$ cat src/rtl/rx_ctrl_pkg.sv
// Constants and types shared by the receiver mode and clock control block
package rx_ctrl_pkg;

  // ==========================================================
  // Clock and oscillator
  localparam int CLK_FREQ_MHZ = 25;
  localparam int XTO_HCLK_PER_CYCLE = 2;
  localparam int BASE_TICK_XTO_CYCLES = 16;
  localparam int BASE_TICK_HCLK = BASE_TICK_XTO_CYCLES * XTO_HCLK_PER_CYCLE;
  localparam logic [4:0] BASE_TICK_LAST = 5'(BASE_TICK_HCLK - 1);
  localparam int DIV_RATIO_1 = 3;
  localparam int DIV_RATIO_2 = 6;
  localparam int DIV_RATIO_3 = 12;
  localparam logic [3:0] HALF_DIV_1 = 4'(DIV_RATIO_1 * XTO_HCLK_PER_CYCLE / 2);
  localparam logic [3:0] HALF_DIV_2 = 4'(DIV_RATIO_2 * XTO_HCLK_PER_CYCLE / 2);
  localparam logic [3:0] HALF_DIV_3 = 4'(DIV_RATIO_3 * XTO_HCLK_PER_CYCLE / 2);
  localparam logic [1:0] DIV_CODE_OFF = 2'h0;

  // ==========================================================
  // Scaled tick, base ticks per scaled tick for rate codes 0..3
  localparam logic [2:0] XTICK_LAST_0 = 3'h7;
  localparam logic [2:0] XTICK_LAST_1 = 3'h3;
  localparam logic [2:0] XTICK_LAST_2 = 3'h1;
  localparam logic [2:0] XTICK_LAST_3 = 3'h0;

  // ==========================================================
  // Start-up times in microseconds and in hclk cycles, both band variants
  localparam int SYNTH_HI_US = 261;
  localparam int SYNTH_LO_US = 269;
  localparam int SIG_HI_US_0 = 1096;
  localparam int SIG_HI_US_1 = 644;
  localparam int SIG_HI_US_2 = 417;
  localparam int SIG_HI_US_3 = 304;
  localparam int SIG_LO_US_0 = 1132;
  localparam int SIG_LO_US_1 = 665;
  localparam int SIG_LO_US_2 = 431;
  localparam int SIG_LO_US_3 = 324;
  localparam int SYNTH_HI_CYC = SYNTH_HI_US * CLK_FREQ_MHZ;
  localparam int SYNTH_LO_CYC = SYNTH_LO_US * CLK_FREQ_MHZ;
  localparam int SIG_HI_CYC_0 = SIG_HI_US_0 * CLK_FREQ_MHZ;
  localparam int SIG_HI_CYC_1 = SIG_HI_US_1 * CLK_FREQ_MHZ;
  localparam int SIG_HI_CYC_2 = SIG_HI_US_2 * CLK_FREQ_MHZ;
  localparam int SIG_HI_CYC_3 = SIG_HI_US_3 * CLK_FREQ_MHZ;
  localparam int SIG_LO_CYC_0 = SIG_LO_US_0 * CLK_FREQ_MHZ;
  localparam int SIG_LO_CYC_1 = SIG_LO_US_1 * CLK_FREQ_MHZ;
  localparam int SIG_LO_CYC_2 = SIG_LO_US_2 * CLK_FREQ_MHZ;
  localparam int SIG_LO_CYC_3 = SIG_LO_US_3 * CLK_FREQ_MHZ;

  // ==========================================================
  // Register map and fields
  localparam logic [7:0] ADDR_CTRL = 8'h00;
  localparam logic [7:0] ADDR_STATUS = 8'h04;
  localparam logic [7:0] CTRL_RESET = 8'h00;
  localparam int CTRL_ENABLE = 0;
  localparam int CTRL_RX = 1;
  localparam int CTRL_DIV_LO = 2;
  localparam int CTRL_RATE_LO = 4;
  localparam int CTRL_SENSE = 6;
  localparam int CTRL_DEMOD = 7;
  localparam int STAT_STATE_LO = 0;
  localparam int STAT_OSC_OK = 3;
  localparam int STAT_LATCH = 4;
  localparam int STAT_DATA = 5;
  localparam int STAT_CLK_RUN = 6;
  localparam logic [1:0] HTRANS_NONSEQ = 2'h2;
  localparam logic [1:0] HTRANS_SEQ = 2'h3;

  // ==========================================================
  // Operating states, Gray coded along the start-up path
  typedef enum logic [2:0] {
    ST_OFF = 3'h0,
    ST_STANDBY = 3'h1,
    ST_SYNTH = 3'h3,
    ST_SIG = 3'h2,
    ST_READY = 3'h6
  } mode_state_t;

endpackage

$ cat src/rtl/receiver_mode_clock_control.sv
// Receiver operating mode, start-up timing, clock output and data gating
// Behaviour
// - Divider code 00 keeps clock low; 01, 10, 11 divide oscillator by 3, 6, 12.
// - Clock output runs in standby and active whenever divider code is nonzero.
// - Divided clock output is high for half of each period.
// - Data debounce timing derives from a base tick of oscillator over sixteen; start-up counts hclk cycles.
// - Scaled tick is 8, 4, 2 or 1 base ticks for rate codes 0..3.
// - Sensitivity control low: full sensitivity, data passes ungated.
// - Reduced sensitivity before threshold crossing: data output held low.
// - Latch sets on first crossing; afterwards data passes despite later drops.
// - Rising demodulation select clears the latch, re-arming reduced sensitivity.
// - Gating and latch work the same in amplitude and frequency modes.
// - Enable and receive-enable both low: off, oscillator stopped, no clock.
// - Enable high, receive-enable low: standby, oscillator on, path disabled.
// - Receive-enable and enable high: active, signal path delivers data.
// - Active entry runs synthesizer start-up first, 261 or 269 us by variant.
// - Signal-path start-up length follows the rate code.
// - Data output is 1 for high tone or carrier on, else 0.
// - Demodulation select high picks amplitude, low picks frequency keying.
// - Clock output starts only after oscillator amplitude is good, code nonzero.
//
// Register access over AHB-Lite and the register addresses were chosen for this implementation.
`timescale 1ns/1ps
module receiver_mode_clock_control
  import rx_ctrl_pkg::*;
#(
  parameter int synth_cycles = SYNTH_HI_CYC,
  parameter int sig_cycles_0 = SIG_HI_CYC_0,
  parameter int sig_cycles_1 = SIG_HI_CYC_1,
  parameter int sig_cycles_2 = SIG_HI_CYC_2,
  parameter int sig_cycles_3 = SIG_HI_CYC_3
) (
  input wire logic hclk,
  input wire logic hresetn,
  input wire logic hsel,
  input wire logic [31:0] haddr,
  input wire logic [1:0] htrans,
  input wire logic hwrite,
  input wire logic [2:0] hsize,
  input wire logic [31:0] hwdata,
  input wire logic hready,
  output logic [31:0] hrdata,
  output logic hreadyout,
  output logic hresp,
  input wire logic osc_amplitude_ok,
  input wire logic rssi_above,
  input wire logic fsk_tone_high,
  input wire logic ask_carrier_on,
  output logic osc_enable,
  output logic synth_enable,
  output logic sigpath_enable,
  output logic clk_out,
  output logic data_out
);

  typedef struct packed {
    logic wr_pend;
    logic [7:0] wr_addr;
    logic [7:0] ctrl;
    logic [31:0] rdata;
    mode_state_t st;
    logic [15:0] cnt;
    logic [4:0] base_cnt;
    logic [2:0] x_cnt;
    logic sample;
    logic filt;
    logic latch;
    logic demod_prev;
    logic data_out;
    logic osc_en;
    logic synth_en;
    logic sig_en;
  } ctl_state_t;

  ctl_state_t s_reg;
  ctl_state_t s_next;
  logic addr_phase;
  logic c_enable;
  logic c_rx;
  logic c_sense;
  logic c_demod;
  logic [1:0] c_div;
  logic [1:0] c_rate;
  logic active_req;
  logic base_tick;
  logic xtick;
  logic [2:0] x_last;
  logic [15:0] sig_last;
  logic raw_data;
  logic demod_rise;
  logic latch_set;
  logic latch_clr;
  logic clk_run;
  mode_state_t idle_st;

  assign c_enable = s_reg.ctrl[CTRL_ENABLE];
  assign c_rx = s_reg.ctrl[CTRL_RX];
  assign c_div = s_reg.ctrl[CTRL_DIV_LO +: 2];
  assign c_rate = s_reg.ctrl[CTRL_RATE_LO +: 2];
  assign c_sense = s_reg.ctrl[CTRL_SENSE];
  assign c_demod = s_reg.ctrl[CTRL_DEMOD];

  // ==========================================================
  // Clock output
  always_comb begin
    clk_run = osc_amplitude_ok && (s_reg.st != ST_OFF);
  end

  clock_out_divider u_clk_div (
    .hclk(hclk),
    .hresetn(hresetn),
    .run(clk_run),
    .div_code(c_div),
    .clk_out(clk_out)
  );

  // ==========================================================
  // Next state
  always_comb begin
    s_next = s_reg;
    addr_phase = hsel && hready && (htrans == HTRANS_NONSEQ || htrans == HTRANS_SEQ);
    active_req = c_rx;
    idle_st = c_enable ? ST_STANDBY : ST_OFF;
    // Base and scaled ticks
    base_tick = (s_reg.base_cnt == BASE_TICK_LAST);
    unique case (c_rate)
      2'h0: x_last = XTICK_LAST_0;
      2'h1: x_last = XTICK_LAST_1;
      2'h2: x_last = XTICK_LAST_2;
      2'h3: x_last = XTICK_LAST_3;
    endcase
    xtick = base_tick && (s_reg.x_cnt == x_last);
    unique case (c_rate)
      2'h0: sig_last = 16'(sig_cycles_0 - 1);
      2'h1: sig_last = 16'(sig_cycles_1 - 1);
      2'h2: sig_last = 16'(sig_cycles_2 - 1);
      2'h3: sig_last = 16'(sig_cycles_3 - 1);
    endcase
    // Demodulator choice and its tone mapping
    raw_data = c_demod ? ask_carrier_on : fsk_tone_high;
    demod_rise = c_demod && !s_reg.demod_prev;

    // Bus slave, zero wait states
    if (s_reg.wr_pend) begin
      if (s_reg.wr_addr == ADDR_CTRL) begin
        s_next.ctrl = hwdata[7:0];
      end
    end
    s_next.wr_pend = addr_phase && hwrite;
    s_next.wr_addr = haddr[7:0];
    if (addr_phase && !hwrite) begin
      unique case (haddr[7:0])
        ADDR_CTRL: s_next.rdata = {24'h000000, s_reg.ctrl};
        ADDR_STATUS: s_next.rdata = {25'h0000000, clk_out, s_reg.data_out, s_reg.latch,
                                     osc_amplitude_ok, s_reg.st};
        default: s_next.rdata = 32'h00000000;
      endcase
    end

    // Tick counters
    s_next.base_cnt = base_tick ? 5'h00 : s_reg.base_cnt + 5'h01;
    if (base_tick) begin
      s_next.x_cnt = (s_reg.x_cnt >= x_last) ? 3'h0 : s_reg.x_cnt + 3'h1;
    end

    // Debounce: two equal samples on successive scaled ticks
    if (xtick) begin
      s_next.sample = raw_data;
      if (raw_data == s_reg.sample) begin
        s_next.filt = raw_data;
      end
    end

    // Operating state and start-up sequence
    unique case (s_reg.st)
      ST_OFF, ST_STANDBY: begin
        s_next.cnt = 16'h0000;
        s_next.st = active_req ? ST_SYNTH : idle_st;
      end
      ST_SYNTH: begin
        if (!active_req) begin
          s_next.st = idle_st;
        end else if (osc_amplitude_ok) begin
          if (s_reg.cnt == 16'(synth_cycles - 1)) begin
            s_next.st = ST_SIG;
            s_next.cnt = 16'h0000;
          end else begin
            s_next.cnt = s_reg.cnt + 16'h0001;
          end
        end
      end
      ST_SIG: begin
        if (!active_req) begin
          s_next.st = idle_st;
        end else if (c_demod != s_reg.demod_prev) begin
          s_next.cnt = 16'h0000;
        end else if (s_reg.cnt >= sig_last) begin
          s_next.st = ST_READY;
          s_next.cnt = 16'h0000;
        end else begin
          s_next.cnt = s_reg.cnt + 16'h0001;
        end
      end
      ST_READY: begin
        s_next.cnt = 16'h0000;
        if (!active_req) begin
          s_next.st = idle_st;
        end else if (c_demod != s_reg.demod_prev) begin
          s_next.st = ST_SIG;
        end
      end
      default: begin
        s_next.st = ST_OFF;
        s_next.cnt = 16'h0000;
      end
    endcase
    s_next.demod_prev = c_demod;

    // Sensitivity latch, same for both demodulators; set beats clear
    latch_set = c_sense && rssi_above && s_reg.sig_en;
    latch_clr = demod_rise || !s_reg.sig_en;
    s_next.latch = latch_set || (s_reg.latch && !latch_clr);

    // Data output gating
    if (s_reg.st == ST_READY && (!c_sense || s_reg.latch)) begin
      s_next.data_out = s_reg.filt;
    end else begin
      s_next.data_out = 1'b0;
    end

    // Analog block enables follow the next state
    s_next.osc_en = (s_next.st != ST_OFF);
    s_next.synth_en = (s_next.st == ST_SYNTH) || (s_next.st == ST_SIG)
                      || (s_next.st == ST_READY);
    s_next.sig_en = (s_next.st == ST_SIG) || (s_next.st == ST_READY);
  end

  always_ff @(posedge hclk or negedge hresetn) begin
    if (!hresetn) begin
      s_reg <= '{wr_pend: 1'b0, wr_addr: 8'h00, ctrl: CTRL_RESET, rdata: 32'h00000000,
                 st: ST_OFF, cnt: 16'h0000, base_cnt: 5'h00, x_cnt: 3'h0,
                 sample: 1'b0, filt: 1'b0, latch: 1'b0, demod_prev: 1'b0,
                 data_out: 1'b0, osc_en: 1'b0, synth_en: 1'b0, sig_en: 1'b0};
    end else begin
      s_reg <= s_next;
    end
  end

  // ==========================================================
  // Outputs
  assign hrdata = s_reg.rdata;
  assign hreadyout = 1'b1;
  assign hresp = 1'b0;
  assign osc_enable = s_reg.osc_en;
  assign synth_enable = s_reg.synth_en;
  assign sigpath_enable = s_reg.sig_en;
  assign data_out = s_reg.data_out;
endmodule

$ cat src/rtl/clock_out_divider.sv
// Divided clock output generator with glitch-free ratio changes
`timescale 1ns/1ps
module clock_out_divider
  import rx_ctrl_pkg::*;
(
  input wire logic hclk,
  input wire logic hresetn,
  input wire logic run,
  input wire logic [1:0] div_code,
  output logic clk_out
);

  typedef struct packed {
    logic [1:0] code;
    logic [3:0] cnt;
    logic out;
  } div_state_t;

  div_state_t s_reg;
  div_state_t s_next;
  logic [1:0] eff_code;

  function automatic logic [3:0] half_of(input logic [1:0] c);
    logic [3:0] h;
    h = HALF_DIV_3;
    unique case (c)
      2'h1: h = HALF_DIV_1;
      2'h2: h = HALF_DIV_2;
      2'h3: h = HALF_DIV_3;
      2'h0: h = HALF_DIV_3;
    endcase
    return h;
  endfunction

  // ==========================================================
  // Half-period counter
  always_comb begin
    eff_code = run ? div_code : DIV_CODE_OFF;
    s_next = s_reg;
    if (s_reg.code == DIV_CODE_OFF) begin
      // Idle low; a new ratio starts with a full high half
      s_next.code = eff_code;
      s_next.out = (eff_code != DIV_CODE_OFF);
      s_next.cnt = 4'h0;
    end else if (s_reg.cnt == half_of(s_reg.code) - 4'h1) begin
      s_next.cnt = 4'h0;
      if (s_reg.out) begin
        s_next.out = 1'b0;
      end else begin
        // Ratio changes only at a period boundary
        s_next.code = eff_code;
        s_next.out = (eff_code != DIV_CODE_OFF);
      end
    end else begin
      s_next.cnt = s_reg.cnt + 4'h1;
    end
  end

  always_ff @(posedge hclk or negedge hresetn) begin
    if (!hresetn) begin
      s_reg <= '0;
    end else begin
      s_reg <= s_next;
    end
  end

  assign clk_out = s_reg.out;
endmodule

$ cat config.mk
export PLATFORM = sky130hd
export DESIGN_NAME = receiver_mode_clock_control
export DESIGN_NICKNAME = d
export VERILOG_FILES = /design/src/rtl/rx_ctrl_pkg.sv /design/src/rtl/receiver_mode_clock_control.sv /design/src/rtl/clock_out_divider.sv
export SDC_FILE = /design/constraint.sdc
export NUM_CORES = 1
export LEC_CHECK = 0
export BUFFER_PORTS_ARGS = -buffer_cell sky130_fd_sc_hd__buf_2
export CAP_MARGIN = 20
export CELL_PAD_IN_SITES_DETAIL_PLACEMENT = 2
export CELL_PAD_IN_SITES_GLOBAL_PLACEMENT = 2
export CORE_MARGIN = 5
export CORE_UTILIZATION = 31
export CTS_CLUSTER_SIZE = 10
export DETAILED_ROUTE_END_ITERATION = 7
export PLACE_DENSITY_LB_ADDON = 0.1
export SLEW_MARGIN = 20
export SYNTH_ARGS = -nofsm -noshare
export SYNTH_HDL_FRONTEND = slang
export SYNTH_HIERARCHICAL = 1
export SYNTH_SLANG_ARGS = --single-unit
$ cat constraint.sdc
create_clock -name hclk -period 3.6 [get_ports hclk]
set_input_delay 0.18 -clock hclk [delete_from_list [all_inputs] [get_ports hclk]]
set_output_delay 0.18 -clock hclk [all_outputs]
set_load 0.1 [all_outputs]
---- Yosys cells after proc, flatten, opt, wreduce, memory -nomap -nowiden ----
Index checks and enable logic that the tools add are counted.
storage, ports and cells
  output and inout bits ................... 39
  register bits ........................... 91
  word-level logic and storage cells ...... 121
  input bits .............................. 78
operators by class
  $lt $le $gt $ge ......................... 2
  equal/unequal tests ..................... 26
  add/sub/neg operators ................... 5
  muxes and demuxes ....................... 32
  reduce and logical (&&, ||, !) cells .... 37
operators with widths
  cell                   count
  $mux 16                5
  $pmux 19 s4            1
  $pmux 16 s4            1
  $mux 3                 8
  $mux 19                1
  $add 16x1->16 const B  1
  $eq 16x13->1 const B   1
  $ge 16x16->1           1
  $logic_not 8->1        2
  $pmux 8 s2             1
  $eq 2x2->1 const B     6
  $eq 3x2->1 const B     4
  $pmux 3 s4             1
  $pmux 4 s3             1
  $logic_and 1x1->1      11
  $eq 8x3->1 const B     1
  $mux 2                 4
  $mux 4                 2
  $ne 2x2->1 const B     4
  $logic_or 1x1->1       7
  $mux 7                 1
  $eq 3x3->1 const B     2
  $reduce_and 2->1       3
  $reduce_bool 3->1      2
  20 further kinds       31

---- Depth between registers and ports, before layout ----
  word-level depth ........................ 10
  mapped depth ............................ 12
  depth with buffers taken out ............ 11

---- Hierarchy ----
The synthesis kept the hierarchy.
modules (own cells, without submodules)
  module                       sequential area each (um2)  area each (um2)  times used  cells an instance
  receiver_mode_clock_control  1501.4                      3425.8           1           347
  clock_out_divider            175.2                       366.6            1           37

---- Worst setup path before layout ----
OpenSTA, ideal clock, no wires.
  path type ............................... reg-to-reg
  from .................................... register s_reg, in the netlist c_rate[1]
  to ...................................... register s_reg[24] (netlist bit)
  data arrival time ....................... 2.513 ns
  library setup time ...................... 0.124 ns
  path slack .............................. 0.963 ns
  path buffers ............................ 1
  period minus slack after synthesis ...... 2.637 ns
  stages on the path, launching flop included .. 13
  required time ........................... 3.476 ns
  cell sequence ........................... dfrtp_1 -> inv_1 -> ha_1 -> inv_1 -> o21ai_0 -> ha_1 -> nand4b_1 -> or4_4 -> nor3_2 -> a211oi_2 -> a21oi_4 -> buf_6 -> nor3_2
between the ends
  word-level cells in the longest chain between the ends .. 7
  elaborated cells between the ends (all ways) .. 10
  classes of those cells .................. order compare: 1; eq/ne: 3; mux: 5; reduce/logical: 1
RTL lines
  item                                      RTL line                            RTL
  start, declared                           receiver_mode_clock_control.sv:75   ctl_state_t s_reg;
  start signal, assigned                    receiver_mode_clock_control.sv:240  s_reg <= '{wr_pend: 1'b0, wr_addr: 8'h00, ctrl: CTRL_RESET, rdata: 32'h00000000,
  start signal, assigned                    receiver_mode_clock_control.sv:245  s_reg <= s_next;
  $eq 2x2->1, or another cell as far along  receiver_mode_clock_control.sv:133  unique case (c_rate)
  $pmux 16 s4 (*)                           receiver_mode_clock_control.sv:133
  $ge 16x16->1 (*)                          receiver_mode_clock_control.sv:197  end else if (s_reg.cnt >= sig_last) begin
  $mux 16 (*)                               receiver_mode_clock_control.sv:197
  $mux 16 (*)                               receiver_mode_clock_control.sv:195  end else if (c_demod != s_reg.demod_prev) begin
  $mux 16 (*)                               receiver_mode_clock_control.sv:193  if (!active_req) begin
  $pmux 19 s4 (*)                           receiver_mode_clock_control.sv:175  unique case (s_reg.st)
Mark *: on every way between the ends. The rest lies on a longest branch, timed or not. The select of a mux whose other input is x is not followed.
A chain may end at the register's enable or synchronous reset.

---- Worst setup path in the final report ----
  from .................................... register s_reg, in the netlist c_rate[0]
  to ...................................... register s_reg[25] (netlist bit)
The elaborated chain is that of the path after synthesis.

==> flow_summary.toml <==
[run_status]
status = "finished clean"

[synthesis]
netlist_area_um2 = 3790
ys_types = 51
syn_area_per_cell_um2 = 9.88
synth-seq-area-share_pct = 44.2
synth_edf_count = 0
yosysTopAreaCell = "dfrtp_1"
syn_inst = 384
ys_ff_latch = 67
synth_area_leaders = "dfrtp_1 44%, ha_1 8.6%, buf_4 6.7%, o21ai_0 3.6%, nor2_1 3.2%"
synth_ff_type = "dfrtp_1"
async_reset_ff_share_pct = 100
yosysTopAreaCellShare_pct = 44.2
ys_warn_count = 6

[worst_setup_path]
cp_slowest_cell = "dfrtp_1"
path_buf_inv = 3
crit_type = "reg -> reg"
cp.required_ns = 3.84
path_delay_family = "compound AO/OA/AOI/OAI gates"
startpoint_type = "flop"
crit_chain = "inv_1 -> ha_1 -> inv_1 -> o21ai_0 -> ha_1 -> a21o_1 -> a2111oi_0 -> o31ai_1 -> a211oi_2 -> a21oi_4 -> buf_4 -> nor4_1"
path_max_fanout = 15
arrival_ns = 3.34
max_stage_delay_ns = 0.46
crit_path_end_kind = "flop"

[timing]
fin_skew_ns = 0.00755
hold_violations = 0
maxSlewViolCount = 0
finalSetupViolCount = 0
tightest_slew_ns = 0.724
setup_ws_ns = 0.496
rsz0062_at_grt = "no"
min_period_ns = 3.10
finalSetupTns_ns = 0
holdWs_ns = 0.0810
min_period_over_period_pct = 86.2
clock.fmax_mhz = 322
relSlewSlack_pct = 51.8

[clock_network]
cts_buffer_depth = 2
cts_setup_buffers = 0
htreeDepth = 3
cts.clk_slew.worst_paths_ns = 0.06
cts_buffers = 9
clock-root-buffer = "clkbuf_16"
clock-sinks = 67
cts_tree = "built"
insertion_delay_ns = 0.34
ctsResizeCount = 0

[place]
portBuffers = 38
postPlaceCellArea_um2 = 3970
pre_cts_ws_ns = 0.516
gp_congestion = 0.749
dp_hpwl_um = 7150
dp.cells = 552

[power]
pwr-share-clk_pct = 37.6
peakVddDrop_v = 0.000144
power.net_switching_uw = 759
switching_share_pct = 34.5
power.density_nw_per_um2 = 507
comb_power_share_pct = 21.9
seqPwrFrac_pct = 40.5
intPower_uw = 1440
p_leak_uw = 0.00206

[floorplan]
die_y_um = 121
start_util_pct = 31.6
num_rows = 40
die_w_um = 121
die-area_um2 = 14500
io_pins = 117
coreArea_um2 = 12000

[global_routing]
grt_pass1_vias = 3216
grt_first_pass_wirelength_um = 16200
grt_overflow = 0
grtUsageTotal_pct = 14.2
antenna_found_initial = 0
grt_max_degree = 40

[detailed_routing]
first_iter_violations = 122
vias = 2829
drc = 0
vias_per_cell = 4.91
wl_um = 9550
ant_nets = 0
firstDrtPassIters = 4
wl_per_cell_um = 16.6

[finish]
num_antenna_cells = 0
drive_gt1_share_pct = 18.4
layout_common_cells = "67 x dfrtp_1, 38 x buf_2, 32 x nor2_1"
layout_commonest_cell = "dfrtp_1"
largest_reg_flops = 40
synthToLayoutAreaGrowth_pct = 14.3
fin_nets = 528
final_cell_area_um2 = 4340
instances_no_fill = 576

[min_path]
hold_class = "in -> reg"

[job]
maxCapViolCount = 0
[power groups by stage]
stage / clock (uW) / combinational, uW / sequential (uW)
global route: 897 / 535 / 904
CTS: 857 / 490 / 893
floorplan: 0 / 373 / 924
detailed placement: 0 / 482 / 906
finish: 827 / 482 / 890
global placement: 0 / 467 / 904
[layout make-up]
cell class | count | area (um^2)
fill | 1321 | 7680
inverter | 20 | 75.1
clock inverter | 6 | 38.8
tap | 147 | 184
timing repair buffer | 50 | 300
multi-input combinational | 276 | 1820
clock buffer | 10 | 239
sequential | 67 | 1680
[path summary, 6_finish.rpt]
| path | start | to | slack (ns) | cells after the start |
|---|---|---|---|---|
| hold reg to reg | s_reg[11] | s_reg[11] | 0.46 | 1 |
| setup / recovery | c_rate[0] | s_reg[25] | 0.50 | 12 |
| setup reg to reg | c_rate[0] | s_reg[25] | 0.50 | 12 |
| hold / removal | hwdata[7] | c_demod | 0.08 | 2 |
| max in group asynchronous | hresetn | s_reg[18] | 2.16 | 3 |
| min in group asynchronous | hresetn | s_reg[78] | 0.44 | 2 |
[cell families (layout without fill, tap and decap cells)]
group           after synthesis  after routing  share of synthesized area [%]
flops                        67             67                           44.2
fa+ha+maj                    26             26                           8.58
compound gates               62             62                           10.2
xor+xnor                     12             12                           2.77
other cells                   2             26                          0.198
simple gates                130            130                           18.3
mux                          20             20                           5.58
buf+inv                      65             86                           10.2
[layer usage]
metal	up-vias	GRT usage (%)	share of wire [%]
met5	-	0	0
met2	44	24.2	50
met1	1417	17.6	45
met4	0	5.74	1.7
met3	10	2.85	2.8
li1	1358	-	-
[cells in the mapped netlist (7+ instances only)]
cell type,number
dfrtp_1,67
buf_4,34
nor2_1,32
o21ai_0,27
ha_1,26
nand2_1,23
inv_1,20
nand3_1,14
a21oi_1,13
mux2i_1,11
nor3_1,11
and3_1,9
mux2_2,9
nand2b_1,9
clkbuf_1,7
[stage by stage]
stage / util, % / total power, uW
finish: 36.1 / 2200
floorplan: - / 1300
detailed placement: 33.1 / 1390
CTS: 36.1 / 2240
global route: 36.1 / 2340
global placement: 33.1 / 1370
[repair_timing]
action                                  4_1_cts  5_1_grt
hold buffers                                  8        0
endpoints found under the hold margin        35        0
endpoints found under the setup margin        0        0
No activity file was read; power rests on OpenSTA's default activity.
